File: config.mk
export PLATFORM = sky130hd
export DESIGN_NAME = qcnt_top
export DESIGN_NICKNAME = d
export VERILOG_FILES = /design/src/design/qcnt_pkg.sv /design/src/design/qcnt_if.sv /design/src/design/qcnt_decode.sv /design/src/design/qcnt_top.sv
export SDC_FILE = /design/constraint.sdc
export NUM_CORES = 1
export LEC_CHECK = 0
export BUFFER_PORTS_ARGS = -buffer_cell sky130_fd_sc_hd__buf_2
export CAP_MARGIN = 10
export CORE_AREA = 2 2 104 106
export CTS_CLUSTER_DIAMETER = 200
export DETAILED_ROUTE_END_ITERATION = 7
export DIE_AREA = 0 0 106 108
export GPL_TIMING_DRIVEN = 0
export PLACE_DENSITY = 0.67
export SLEW_MARGIN = 20
export SYNTH_ARGS = -nofsm -noshare
export SYNTH_HDL_FRONTEND = slang
export SYNTH_HIERARCHICAL = 1
export SYNTH_SLANG_ARGS = --single-unit
File: constraint.sdc
create_clock -name clk_i -period 4.6 [get_ports clk_i]
set_input_delay 1.38 -clock clk_i [delete_from_list [all_inputs] [get_ports clk_i]]
set_output_delay 1.38 -clock clk_i [all_outputs]
set_load 0.05 [all_outputs]
File: src/design/qcnt_pkg.sv
// Constants for the quadrature up/down counter block
package qcnt_pkg;
   // ----------------------------------------
   // Register offsets
   // ----------------------------------------
   localparam logic [31:0] OFS_RUN = 32'hFFFF_F1E0;
   localparam logic [31:0] OFS_STATUS = 32'hFFFF_F1E4;
   localparam logic [31:0] OFS_COUNT = 32'hFFFF_F1E8;
   localparam logic [31:0] OFS_MASK = 32'hFFFF_F1EC;
   localparam logic [31:0] OFS_CAPTURE = 32'hFFFF_F1F0;
   // ----------------------------------------
   // Control register fields
   // ----------------------------------------
   localparam int RUN_BIT = 0;
   localparam int IDLE_RUN_BIT = 3;
   localparam int UDMODE_BIT = 4;
   localparam int SAMPLE_SEL_BIT = 5;
   localparam int CTRL_W = 8;
   localparam logic [7:0] CTRL_RESET = 8'h00;
   localparam logic [7:0] CTRL_WMASK = 8'h39;
   // ----------------------------------------
   // Status fields
   // ----------------------------------------
   localparam int OVF_BIT = 2;
   localparam int UDF_BIT = 3;
   localparam int CNT_BIT = 4;
   localparam logic [7:0] STATUS_RESET = 8'h00;
   localparam logic [7:0] STATUS_MASK = 8'h1C;
   // ----------------------------------------
   // Counter values
   // ----------------------------------------
   localparam logic [15:0] CNT_ZERO = 16'h0000;
   localparam logic [15:0] CNT_MAX = 16'hFFFF;
   localparam logic [15:0] CNT_MID = 16'h7FFF;
   localparam logic [15:0] CNT_ONE = 16'h0001;
   // Low-speed sample tick divider (terminal count: one tick per SLOW_DIV+1 clock cycles)
   localparam logic [9:0] SLOW_DIV = 10'h270;
   localparam logic [1:0] FAST_DIV = 2'h3;
endpackage

File: src/design/qcnt_if.sv
// Phase sampling bundle between top and decoder
`timescale 1ns/10ps
interface qcnt_if;
   logic [1:0] phase_raw;
   logic sample_tick;
   logic step_up;
   logic step_down;
   modport top (output phase_raw, output sample_tick,
      input step_up, input step_down);
   modport dec (input phase_raw, input sample_tick,
      output step_up, output step_down);
endinterface

File: src/design/qcnt_decode.sv
// Phase input synchroniser and multiplication-by-4 decoder
`timescale 1ns/10ps
module qcnt_decode (
   // Clock and reset
   input wire logic clk_i,
   input wire logic reset_i,
   // Phase bundle
   qcnt_if.dec bus
);
   logic [1:0] sync1;
   logic [1:0] sync2;
   logic [1:0] sync3;
   logic [1:0] prev;
   logic primed;
   logic stable;
   logic is_up;
   logic is_down;

   // -------------------------------------
   // Transition decode
   // -------------------------------------
   // direction table
   function automatic logic dir_up(input logic [1:0] p, input logic [1:0] c);
      return (p == 2'h0 && c == 2'h2) || (p == 2'h2 && c == 2'h3) ||
         (p == 2'h3 && c == 2'h1) || (p == 2'h1 && c == 2'h0);
   endfunction

   assign stable = (sync2 == sync3);
   assign is_up = stable && primed && dir_up(prev, sync3);
   assign is_down = stable && primed && dir_up(sync3, prev);

   // three-stage synchroniser
   // No reset: chain keeps real pin levels across reset
   always_ff @(posedge clk_i) begin
      sync1 <= bus.phase_raw;
      sync2 <= sync1;
      sync3 <= sync2;
   end

   always_ff @(posedge clk_i) begin
      if (reset_i) begin
         prev <= 2'h0;
         primed <= 1'b0;
         bus.step_up <= 1'b0;
         bus.step_down <= 1'b0;
      end else begin
         bus.step_up <= 1'b0;
         bus.step_down <= 1'b0;
         if (bus.sample_tick && stable) begin
            prev <= sync3;
            primed <= 1'b1;
            bus.step_up <= is_up;
            bus.step_down <= is_down;
         end
      end
   end
endmodule

File: src/design/qcnt_top.sv
// Quadrature up/down counter with event status and interrupt
//
// The implementer's own choice: strobed register access.
`timescale 1ns/10ps
module qcnt_top (
   // Clock and reset
   input wire logic clk_i,
   input wire logic reset_i,
   // Register port
   input wire logic [31:0] addr_i,
   input wire logic [15:0] wdata_i,
   input wire logic wr_i,
   input wire logic rd_i,
   output logic [15:0] rdata_o,
   // Phase pins and power state
   input wire logic phase_a_input_i,
   input wire logic phase_b_input_i,
   input wire logic sleep_i,
   // Interrupt, wake and count
   output logic updown_count_interrupt_o,
   output logic wake_o,
   output logic [15:0] count_o
);
   logic [7:0] ctrl;
   logic [7:0] updown_counter_event_status;
   logic [7:0] mask;
   logic [15:0] count;
   logic [15:0] capture;
   logic [15:0] next_count;
   logic [15:0] next_rdata;
   logic [9:0] div;
   logic [9:0] div_limit;
   logic mode_q;
   logic running;
   logic step;
   logic ovf;
   logic udf;
   logic wr_run;
   logic wr_cnt;
   logic wr_mask;
   logic wr_cap;
   logic rd_status;
   logic [7:0] events;
   logic [7:0] next_status;
   qcnt_if link ();

   qcnt_decode u_dec (
      .clk_i(clk_i),
      .reset_i(reset_i),
      .bus(link.dec)
   );

   // -------------------------------------
   // Decode and counter next value
   // -------------------------------------
   assign link.phase_raw = {phase_a_input_i, phase_b_input_i};
   assign wr_run = wr_i && addr_i == qcnt_pkg::OFS_RUN;
   assign wr_cnt = wr_i && addr_i == qcnt_pkg::OFS_COUNT;
   assign wr_mask = wr_i && addr_i == qcnt_pkg::OFS_MASK;
   assign wr_cap = wr_i && addr_i == qcnt_pkg::OFS_CAPTURE;
   assign rd_status = rd_i && addr_i == qcnt_pkg::OFS_STATUS;
   assign running = ctrl[qcnt_pkg::RUN_BIT] &&
      (!sleep_i || ctrl[qcnt_pkg::IDLE_RUN_BIT] ||
       ctrl[qcnt_pkg::UDMODE_BIT]);
   assign div_limit = ctrl[qcnt_pkg::SAMPLE_SEL_BIT] ?
      {8'h00, qcnt_pkg::FAST_DIV} : qcnt_pkg::SLOW_DIV;
   assign link.sample_tick = (div == 10'h000);
   // down steps only in up/down mode
   assign step = running && (link.step_up ||
      (link.step_down && ctrl[qcnt_pkg::UDMODE_BIT]));
   assign ovf = step && link.step_up && count == qcnt_pkg::CNT_MAX;
   assign udf = step && !link.step_up && count == qcnt_pkg::CNT_ZERO;
   assign next_count = link.step_up ? count + qcnt_pkg::CNT_ONE :
      count - qcnt_pkg::CNT_ONE;
   assign events = ({7'h00, ovf} << qcnt_pkg::OVF_BIT) |
      ({7'h00, udf} << qcnt_pkg::UDF_BIT) |
      ({7'h00, step} << qcnt_pkg::CNT_BIT);
   assign next_status = (rd_status ? 8'h00 : updown_counter_event_status)
      | (events & qcnt_pkg::STATUS_MASK);
   assign next_rdata =
      (addr_i == qcnt_pkg::OFS_RUN) ? {8'h00, ctrl} :
      (addr_i == qcnt_pkg::OFS_STATUS) ?
         {8'h00, updown_counter_event_status} :
      (addr_i == qcnt_pkg::OFS_COUNT) ? capture :
      (addr_i == qcnt_pkg::OFS_MASK) ? {8'h00, mask} : 16'h0000;

   // -------------------------------------
   // Sampling divider
   // -------------------------------------
   always_ff @(posedge clk_i) begin
      if (reset_i || div >= div_limit) begin
         div <= 10'h000;
      end else begin
         div <= div + 10'h001;
      end
   end

   // -------------------------------------
   // Control and counter
   // -------------------------------------
   always_ff @(posedge clk_i) begin
      if (reset_i) begin
         ctrl <= qcnt_pkg::CTRL_RESET;
         mask <= qcnt_pkg::STATUS_RESET;
         mode_q <= 1'b0;
         count <= qcnt_pkg::CNT_ZERO;
      end else begin
         mode_q <= ctrl[qcnt_pkg::UDMODE_BIT];
         if (wr_run) begin
            ctrl <= wdata_i[7:0] & qcnt_pkg::CTRL_WMASK;
         end
         if (wr_mask) begin
            mask <= wdata_i[7:0] & qcnt_pkg::STATUS_MASK;
         end
         if (ctrl[qcnt_pkg::UDMODE_BIT] && !mode_q) begin
            count <= qcnt_pkg::CNT_MID;
         end else if (!ctrl[qcnt_pkg::RUN_BIT]) begin
            count <= qcnt_pkg::CNT_ZERO;
         end else if (wr_cnt) begin
            count <= wdata_i;
         end else if (step) begin
            count <= next_count;
         end
      end
   end

   // -------------------------------------
   // Status, capture, outputs
   // -------------------------------------
   always_ff @(posedge clk_i) begin
      if (reset_i) begin
         updown_counter_event_status <= qcnt_pkg::STATUS_RESET;
         capture <= qcnt_pkg::CNT_ZERO;
         rdata_o <= 16'h0000;
         updown_count_interrupt_o <= 1'b0;
         wake_o <= 1'b0;
         count_o <= qcnt_pkg::CNT_ZERO;
      end else begin
         updown_counter_event_status <= next_status;
         if (wr_cap) begin
            capture <= count;
         end
         if (rd_i) begin
            rdata_o <= next_rdata;
         end else begin
            rdata_o <= 16'h0000;
         end
         updown_count_interrupt_o <= |(next_status & mask);
         wake_o <= sleep_i && |(next_status & mask);
         count_o <= count;
      end
   end

   // -------------------------------------
   // Assertions
   // -------------------------------------
   property p_step_flag;
      @(posedge clk_i) disable iff (reset_i)
      step |=> updown_counter_event_status[qcnt_pkg::CNT_BIT];
   endproperty
   a_step_flag: assert property (p_step_flag)
      else $error("count step did not set flag");

   property p_irq;
      @(posedge clk_i) disable iff (reset_i)
      (step && mask[qcnt_pkg::CNT_BIT] && !wr_mask)
         |=> updown_count_interrupt_o;
   endproperty
   a_irq: assert property (p_irq)
      else $error("interrupt missing after step");

   property p_ovf;
      @(posedge clk_i) disable iff (reset_i)
      (ovf && !wr_cnt && !wr_run && mode_q)
         |=> count == qcnt_pkg::CNT_ZERO &&
         updown_counter_event_status[qcnt_pkg::OVF_BIT];
   endproperty
   a_ovf: assert property (p_ovf)
      else $error("overflow wrap wrong");

   property p_udf;
      @(posedge clk_i) disable iff (reset_i)
      (udf && !wr_cnt && !wr_run && mode_q)
         |=> count == qcnt_pkg::CNT_MAX &&
         updown_counter_event_status[qcnt_pkg::UDF_BIT];
   endproperty
   a_udf: assert property (p_udf)
      else $error("underflow wrap wrong");

   property p_clear;
      @(posedge clk_i) disable iff (reset_i)
      (rd_status && !step) |=> updown_counter_event_status == 8'h00;
   endproperty
   a_clear: assert property (p_clear)
      else $error("status not cleared by read");

   property p_preload;
      @(posedge clk_i) disable iff (reset_i)
      $rose(ctrl[qcnt_pkg::UDMODE_BIT]) |=> count == qcnt_pkg::CNT_MID;
   endproperty
   a_preload: assert property (p_preload)
      else $error("midpoint preload missing");

   property p_reserved;
      @(posedge clk_i) disable iff (reset_i)
      updown_counter_event_status[7:5] == 3'h0;
   endproperty
   a_reserved: assert property (p_reserved)
      else $error("reserved status bits set");

   property p_wake;
      @(posedge clk_i) disable iff (reset_i)
      (sleep_i && step && mask[qcnt_pkg::CNT_BIT] && !wr_mask)
         |=> wake_o;
   endproperty
   a_wake: assert property (p_wake)
      else $error("no wake on sleep count");

   property p_nodown;
      @(posedge clk_i) disable iff (reset_i)
      (!ctrl[qcnt_pkg::UDMODE_BIT] && ctrl[qcnt_pkg::RUN_BIT] &&
         link.step_down && !wr_cnt && !wr_run) |=> $stable(count);
   endproperty
   a_nodown: assert property (p_nodown)
      else $error("down count in timer mode");

   c_ovf: cover property (@(posedge clk_i) ovf);
   c_udf: cover property (@(posedge clk_i) udf);
   c_wake: cover property (@(posedge clk_i) wake_o);
endmodule

After elaboration in Yosys (flattened, before gate mapping)
Cells that the tools add are included.

cells by class
  $add $sub $neg = 3
  magnitude comparators = 1
  equality and inequality tests = 14
  muxes and demuxes = 11
  bitwise gates (word level) = 7
  reduce and logical (&&, ||, !) cells = 50

operator list
  operator                 number
  $eq A32 B32 Y1 const B   5
  $mux W16                 4
  $mux W15                 2
  $logic_and A1 B1 Y1      26
  $add A16 B1 Y16 const B  1
  $eq A16 B16 Y1 const B   1
  $logic_not A16 Y1        1
  $mux W8                  2
  $sub A16 B1 Y16 const B  1
  $add A10 B1 Y10 const B  1
  $ge A10 B10 Y1           1
  $logic_not A10 Y1        1
  $logic_or A1 B1 Y1       10
  $mux W10                 1
  $and A8 B5 Y8            1
  $eq A2 B2 Y1 const B     4
  $or A8 B5 Y8             1
  $reduce_or A8 Y1         1
  $mux W6                  1
  $reduce_or A3 Y1         2
  $mux W5                  1
  $or A4 B5 Y5             1
  $eq A2 B1 Y1 const B     2
  $logic_not A2 Y1         2
  other kinds (8)          13

storage, ports and cells
  bits in registers = 103
  input bits = 55
  output and inout port bits = 34
  logic and storage cells = 107

Longest topological paths before layout
  depth in word-level cells = 13
  gate-level depth with buffers = 10
  mapped depth without buffers = 9

Hierarchy
The synthesis kept the hierarchy.

by module, submodules not included
  module       times used  cells an instance  area each (um^2)  seq. area each (um^2)
  qcnt_top     1           460                4237.8            1741.7
  qcnt_decode  1           33                 371.6             220.2

Worst setup path after synthesis
OpenSTA, ideal clock, no wires.

  kind = input-to-reg
  start = input port addr_i[1]
  end = register ctrl[5]
  setup time = 128 ps
  arrival time = 3143 ps
  data required time = 4472 ps
  setup slack = 1329 ps
  stages on the path = 8
  buffers on the path = 1
  path through = or3b_1 -> nor4_4 -> nand2_2 -> or3_1 -> buf_2 -> nor3b_4 -> mux2i_1 -> nor2_1

on the way
  longest elaborated chain between the ends = 2

ends and longest elaborated chain
  element                 RTL line         source
  start: declaration      qcnt_top.sv:10   input wire logic [31:0] addr_i,
  $eq A32 B32 Y1          qcnt_top.sv:57   assign wr_run = wr_i && addr_i == qcnt_pkg::OFS_RUN;
  $logic_and A1 B1 Y1     qcnt_top.sv:57
  end signal: assignment  qcnt_top.sv:103  ctrl <= qcnt_pkg::CTRL_RESET;
  end signal: assignment  qcnt_top.sv:110  ctrl <= wdata_i[7:0] & qcnt_pkg::CTRL_WMASK;
  end: declaration        qcnt_top.sv:24   logic [7:0] ctrl;

Every way passes these cells.
A chain may end at the register's enable or synchronous reset.

Final worst setup path
  start = input port addr_i[1]
  end = register count[2]

on the way
  longest elaborated chain between the ends = 5
  elaborated cells on any way between the ends = 6
  those cells by class = eq/ne (2); mux (3); reduce/logical (1)

ends and longest elaborated chain
  element                 RTL line         source
  $eq A32 B32 Y1 *        qcnt_top.sv:58   assign wr_cnt = wr_i && addr_i == qcnt_pkg::OFS_COUNT;
  $logic_and A1 B1 Y1 *   qcnt_top.sv:58
  $mux W16                qcnt_top.sv:119  end else if (wr_cnt) begin
  $mux W15                qcnt_top.sv:117  end else if (!ctrl[qcnt_pkg::RUN_BIT]) begin
  $mux W15                qcnt_top.sv:115  if (ctrl[qcnt_pkg::UDMODE_BIT] && !mode_q) begin
  end signal: assignment  qcnt_top.sv:116  count <= qcnt_pkg::CNT_MID;
  end signal: assignment  qcnt_top.sv:118  count <= qcnt_pkg::CNT_ZERO;
  end signal: assignment  qcnt_top.sv:120  count <= wdata_i;
  end: declaration        qcnt_top.sv:27   logic [15:0] count;

Mark *: on every way between the ends. The rest lies on a longest branch, timed or not.

==> impl_metrics.env <==
export IMPL_overflow=0
export IMPL_grt_use_met2_pct=36.2
export IMPL_finalHoldViolCount=0
export IMPL_synth_seq_cells=98
export IMPL_synth_cell_types=61
export IMPL_grt_max_degree=19
export IMPL_met1_usage_pct=25.1
export IMPL_synth_edf_count=0
export IMPL_dr_pass1_iters=5
export IMPL_max_slew_worst_pin_slew_ns=0.954
export IMPL_layout_min_cycle_time_ns=3.45
export IMPL_finalSetupViolations=0
export IMPL_grt_pass1_wl_mm=18.3
export IMPL_cts_inserted_buffers=9
export IMPL_place_gp_congestion=0.884
export IMPL_synthCells=493
export IMPL_rows=37
export IMPL_dp_final_hpwl_mm=8.64
export IMPL_diodes=0
export IMPL_ctsHtreeMaxLevel=3
export IMPL_clk_path_buf_depth=2
export IMPL_ios=89
export IMPL_synth_nets=571
export IMPL_ir_worst_vdd_mv=0.197
export IMPL_pwr_density_cell_nw_per_um2=289
export IMPL_min_period_over_period_pct=75.0
export IMPL_grt_pass1_vias=3876
export IMPL_vias_per_cell=5.43
export IMPL_async_flop_share_pct=0
export IMPL_ant_nets=0
export IMPL_clkTransAtPathRegs_ns=0.10
export IMPL_relSlewSlack_pct=35.9
export IMPL_synth_area_per_cell_um2=9.35
export IMPL_fmax_ghz=0.290
export IMPL_clock_root_buffer="clkbuf_8"
export IMPL_cts_tree="yes"
export IMPL_grt_use_met3_pct=3.07
export IMPL_numClockSinks=98
export IMPL_synth_flop_cell="dfxtp_1"
export IMPL_port_buffers=88
export IMPL_cp_data_arrival_time_ns=3.69
export IMPL_outcome="completed"
export IMPL_fin_cells=733
export IMPL_start_kind="input pin"
export IMPL_ys_top_cells_by_area="dfxtp_1 (43%), mux2i_1 (6.7%), ha_1 (6.0%), nor2_1 (5.1%), nor2b_1 (3.3%)"
export IMPL_hold_path_class="reg -> reg"
export IMPL_synth_largest_area_cell="dfxtp_1"
export IMPL_wl_per_cell_um=15.2
export IMPL_dpl_instance_area_um2=5220
export IMPL_cp_max_fo=10
export IMPL_synth_area_um2=4610
export IMPL_maxCapViolations=0
export IMPL_finalSetupTns_ns=0
export IMPL_coreArea_um2=10200
export IMPL_grt_use_total_pct=20.2
export IMPL_final_max_slew_violation_count=0
export IMPL_synth_top_area_share_pct=42.6
export IMPL_cts_setup_buffers=0
export IMPL_antenna_found_initial=0
export IMPL_wl_mm=11.2
export IMPL_insertion_delay_ns=0.37
export IMPL_die_w_um=106
export IMPL_total_power_uw=1570
export IMPL_p_leak_uw=0.00246
export IMPL_dp_cells=717
export IMPL_required_ns=4.84
export IMPL_die_area_um2=11400
export IMPL_end_kind="flip-flop"
export IMPL_top_usage_layer="met2"
export IMPL_drtIter0Drc=191
export IMPL_rsz0062_at_grt="no"
export IMPL_drc=0
export IMPL_post_cts_resized=0
export IMPL_finalClockSkew_ns=0.0114
export IMPL_critPathKind="in -> reg"
export IMPL_die_h_um=108
export IMPL_num_vias=3982
export IMPL_area_growth_pct=18.1
export IMPL_ys_seq_area_share_pct=42.6
export IMPL_drive_gt1_share_pct=22.1
export IMPL_finalInstanceArea_um2=5440
export IMPL_nNetsFinal=670
export IMPL_cts_hold_buf=0
export IMPL_ys_warn_count=6
export IMPL_initial_core_util_pct=45.1
[state kept, by name (all words and copies together), names as in the netlist]
register                     count
capture                         16
count                           16
count_o                         16
rdata_o                         16
div                             10
ctrl                             4
mask                             3
updown_counter_event_status      3
u_dec/prev                       2
u_dec/sync1                      2
u_dec/sync2                      2
u_dec/sync3                      2
mode_q                           1
u_dec/bus.step_down              1
u_dec/bus.step_up                1
u_dec/primed                     1
updown_count_interrupt_o         1
wake_o                           1
[worst paths after layout]
path                           from              to  slack (ns)  cells past startpoint
setup / recovery          addr_i[1]        count[2]        1.15                      9
hold / removal       u_dec/sync1[0]  u_dec/sync2[0]        0.34                      0
setup reg to reg  u_dec/bus.step_up       count[15]        1.28                      9
hold reg to reg      u_dec/sync1[0]  u_dec/sync2[0]        0.34                      0
[power by group]
| part | switching (uW) | internal, uW |
|---|---|---|
| combinational | 45.3 | 35.2 |
| sequential | 6.93 | 856 |
| clock | 318 | 311 |
| total | 370 | 1200 |
[synth_stat cells (3+ instances only)]
cell and count:
nand2_1 19, xnor2_1 15, nor2b_1 24, and2_1 13
nor3_1 16, or4_1 4, nor4_1 4, a21o_1 3
o211ai_1 4, o311ai_0 4, clkbuf_1 12, mux2_2 6
a21oi_1 27, ha_1 22, a31oi_1 5, a211oi_1 3
o21ai_0 11, nand4_1 15, o21bai_1 3, mux2i_1 31
and4_1 3, inv_1 16, nand2b_1 4, nand3_1 11
a2111oi_0 3, nor2_1 63, dfxtp_1 98, xor2_1 8
buf_2 4
[critical path, stage by stage]
cell	delay [ns]
buf_2	0.09
or3b_1	0.40
nor4_4	0.29
nand4b_2	0.40
clkbuf_1	0.36
nand3_1	0.15
nand2_1	0.27
a21oi_1	0.27
nor3_1	0.08
[layout make-up]
class                   instances  area (um^2)
plain buffers                  17         72.6
clock buffers                   9          124
clock inverters                 7         98.8
fillers                       957         4790
inverters                      16         60.1
multi-input cells             362         2510
flip-flops and latches         98         1960
well taps                     136          170
repair buffers                 88          440
[cells in the final DEF (no fill, tap or decap), drive strengths merged, types with 3 or more instances in the layout]
cell	synthesis	final
nand2b	4	4
o211ai	4	4
or4	4	4
a31oi	5	5
nand3	11	11
nand4	15	15
o21ai	12	12
or3b	3	3
or2	3	3
dfxtp	98	98
nor4	7	7
xor2	8	8
nor3	17	17
xnor2	15	15
buf	5	93
a21oi	27	27
nor2b	24	24
and4	3	3
mux2i	31	31
o21bai	3	3
ha	22	22
a211oi	4	4
clkbuf	12	21
a21o	3	3
and2	14	14
mux2	6	6
nor2	64	64
inv	16	19
o311ai	4	4
a2111oi	5	5
nand2	20	20
[metal layers]
metal  wire length, um  vias up
li1                  -     1960
met3               604       14
met5                 0        -
met2              5590      123
met4               151        0
met1              4830     1885
[kinds of logic after synthesis]
family	synth area share, %
flip-flops	42.6
buffers and inverters	2.88
adder cells (fa/ha/maj)	6.41
XOR/XNOR	4.37
AND/OR/NAND/NOR	23.2
AO/OA/AOI/OAI	12.4
multiplexers	8.20
[per-stage QoR]
step	util, %	hold WS (ns)	worst slack [ns]
5_1_grt	53.2	0.349	0.998
6_report	53.2	0.336	1.15
3_3_place_gp	51.0	0.313	0.811
2_1_floorplan	-	0.310	1.33
4_1_cts	53.2	0.339	1.19
3_5_place_dp	51.0	0.315	0.794
Power figures use the tool's default switching activity.
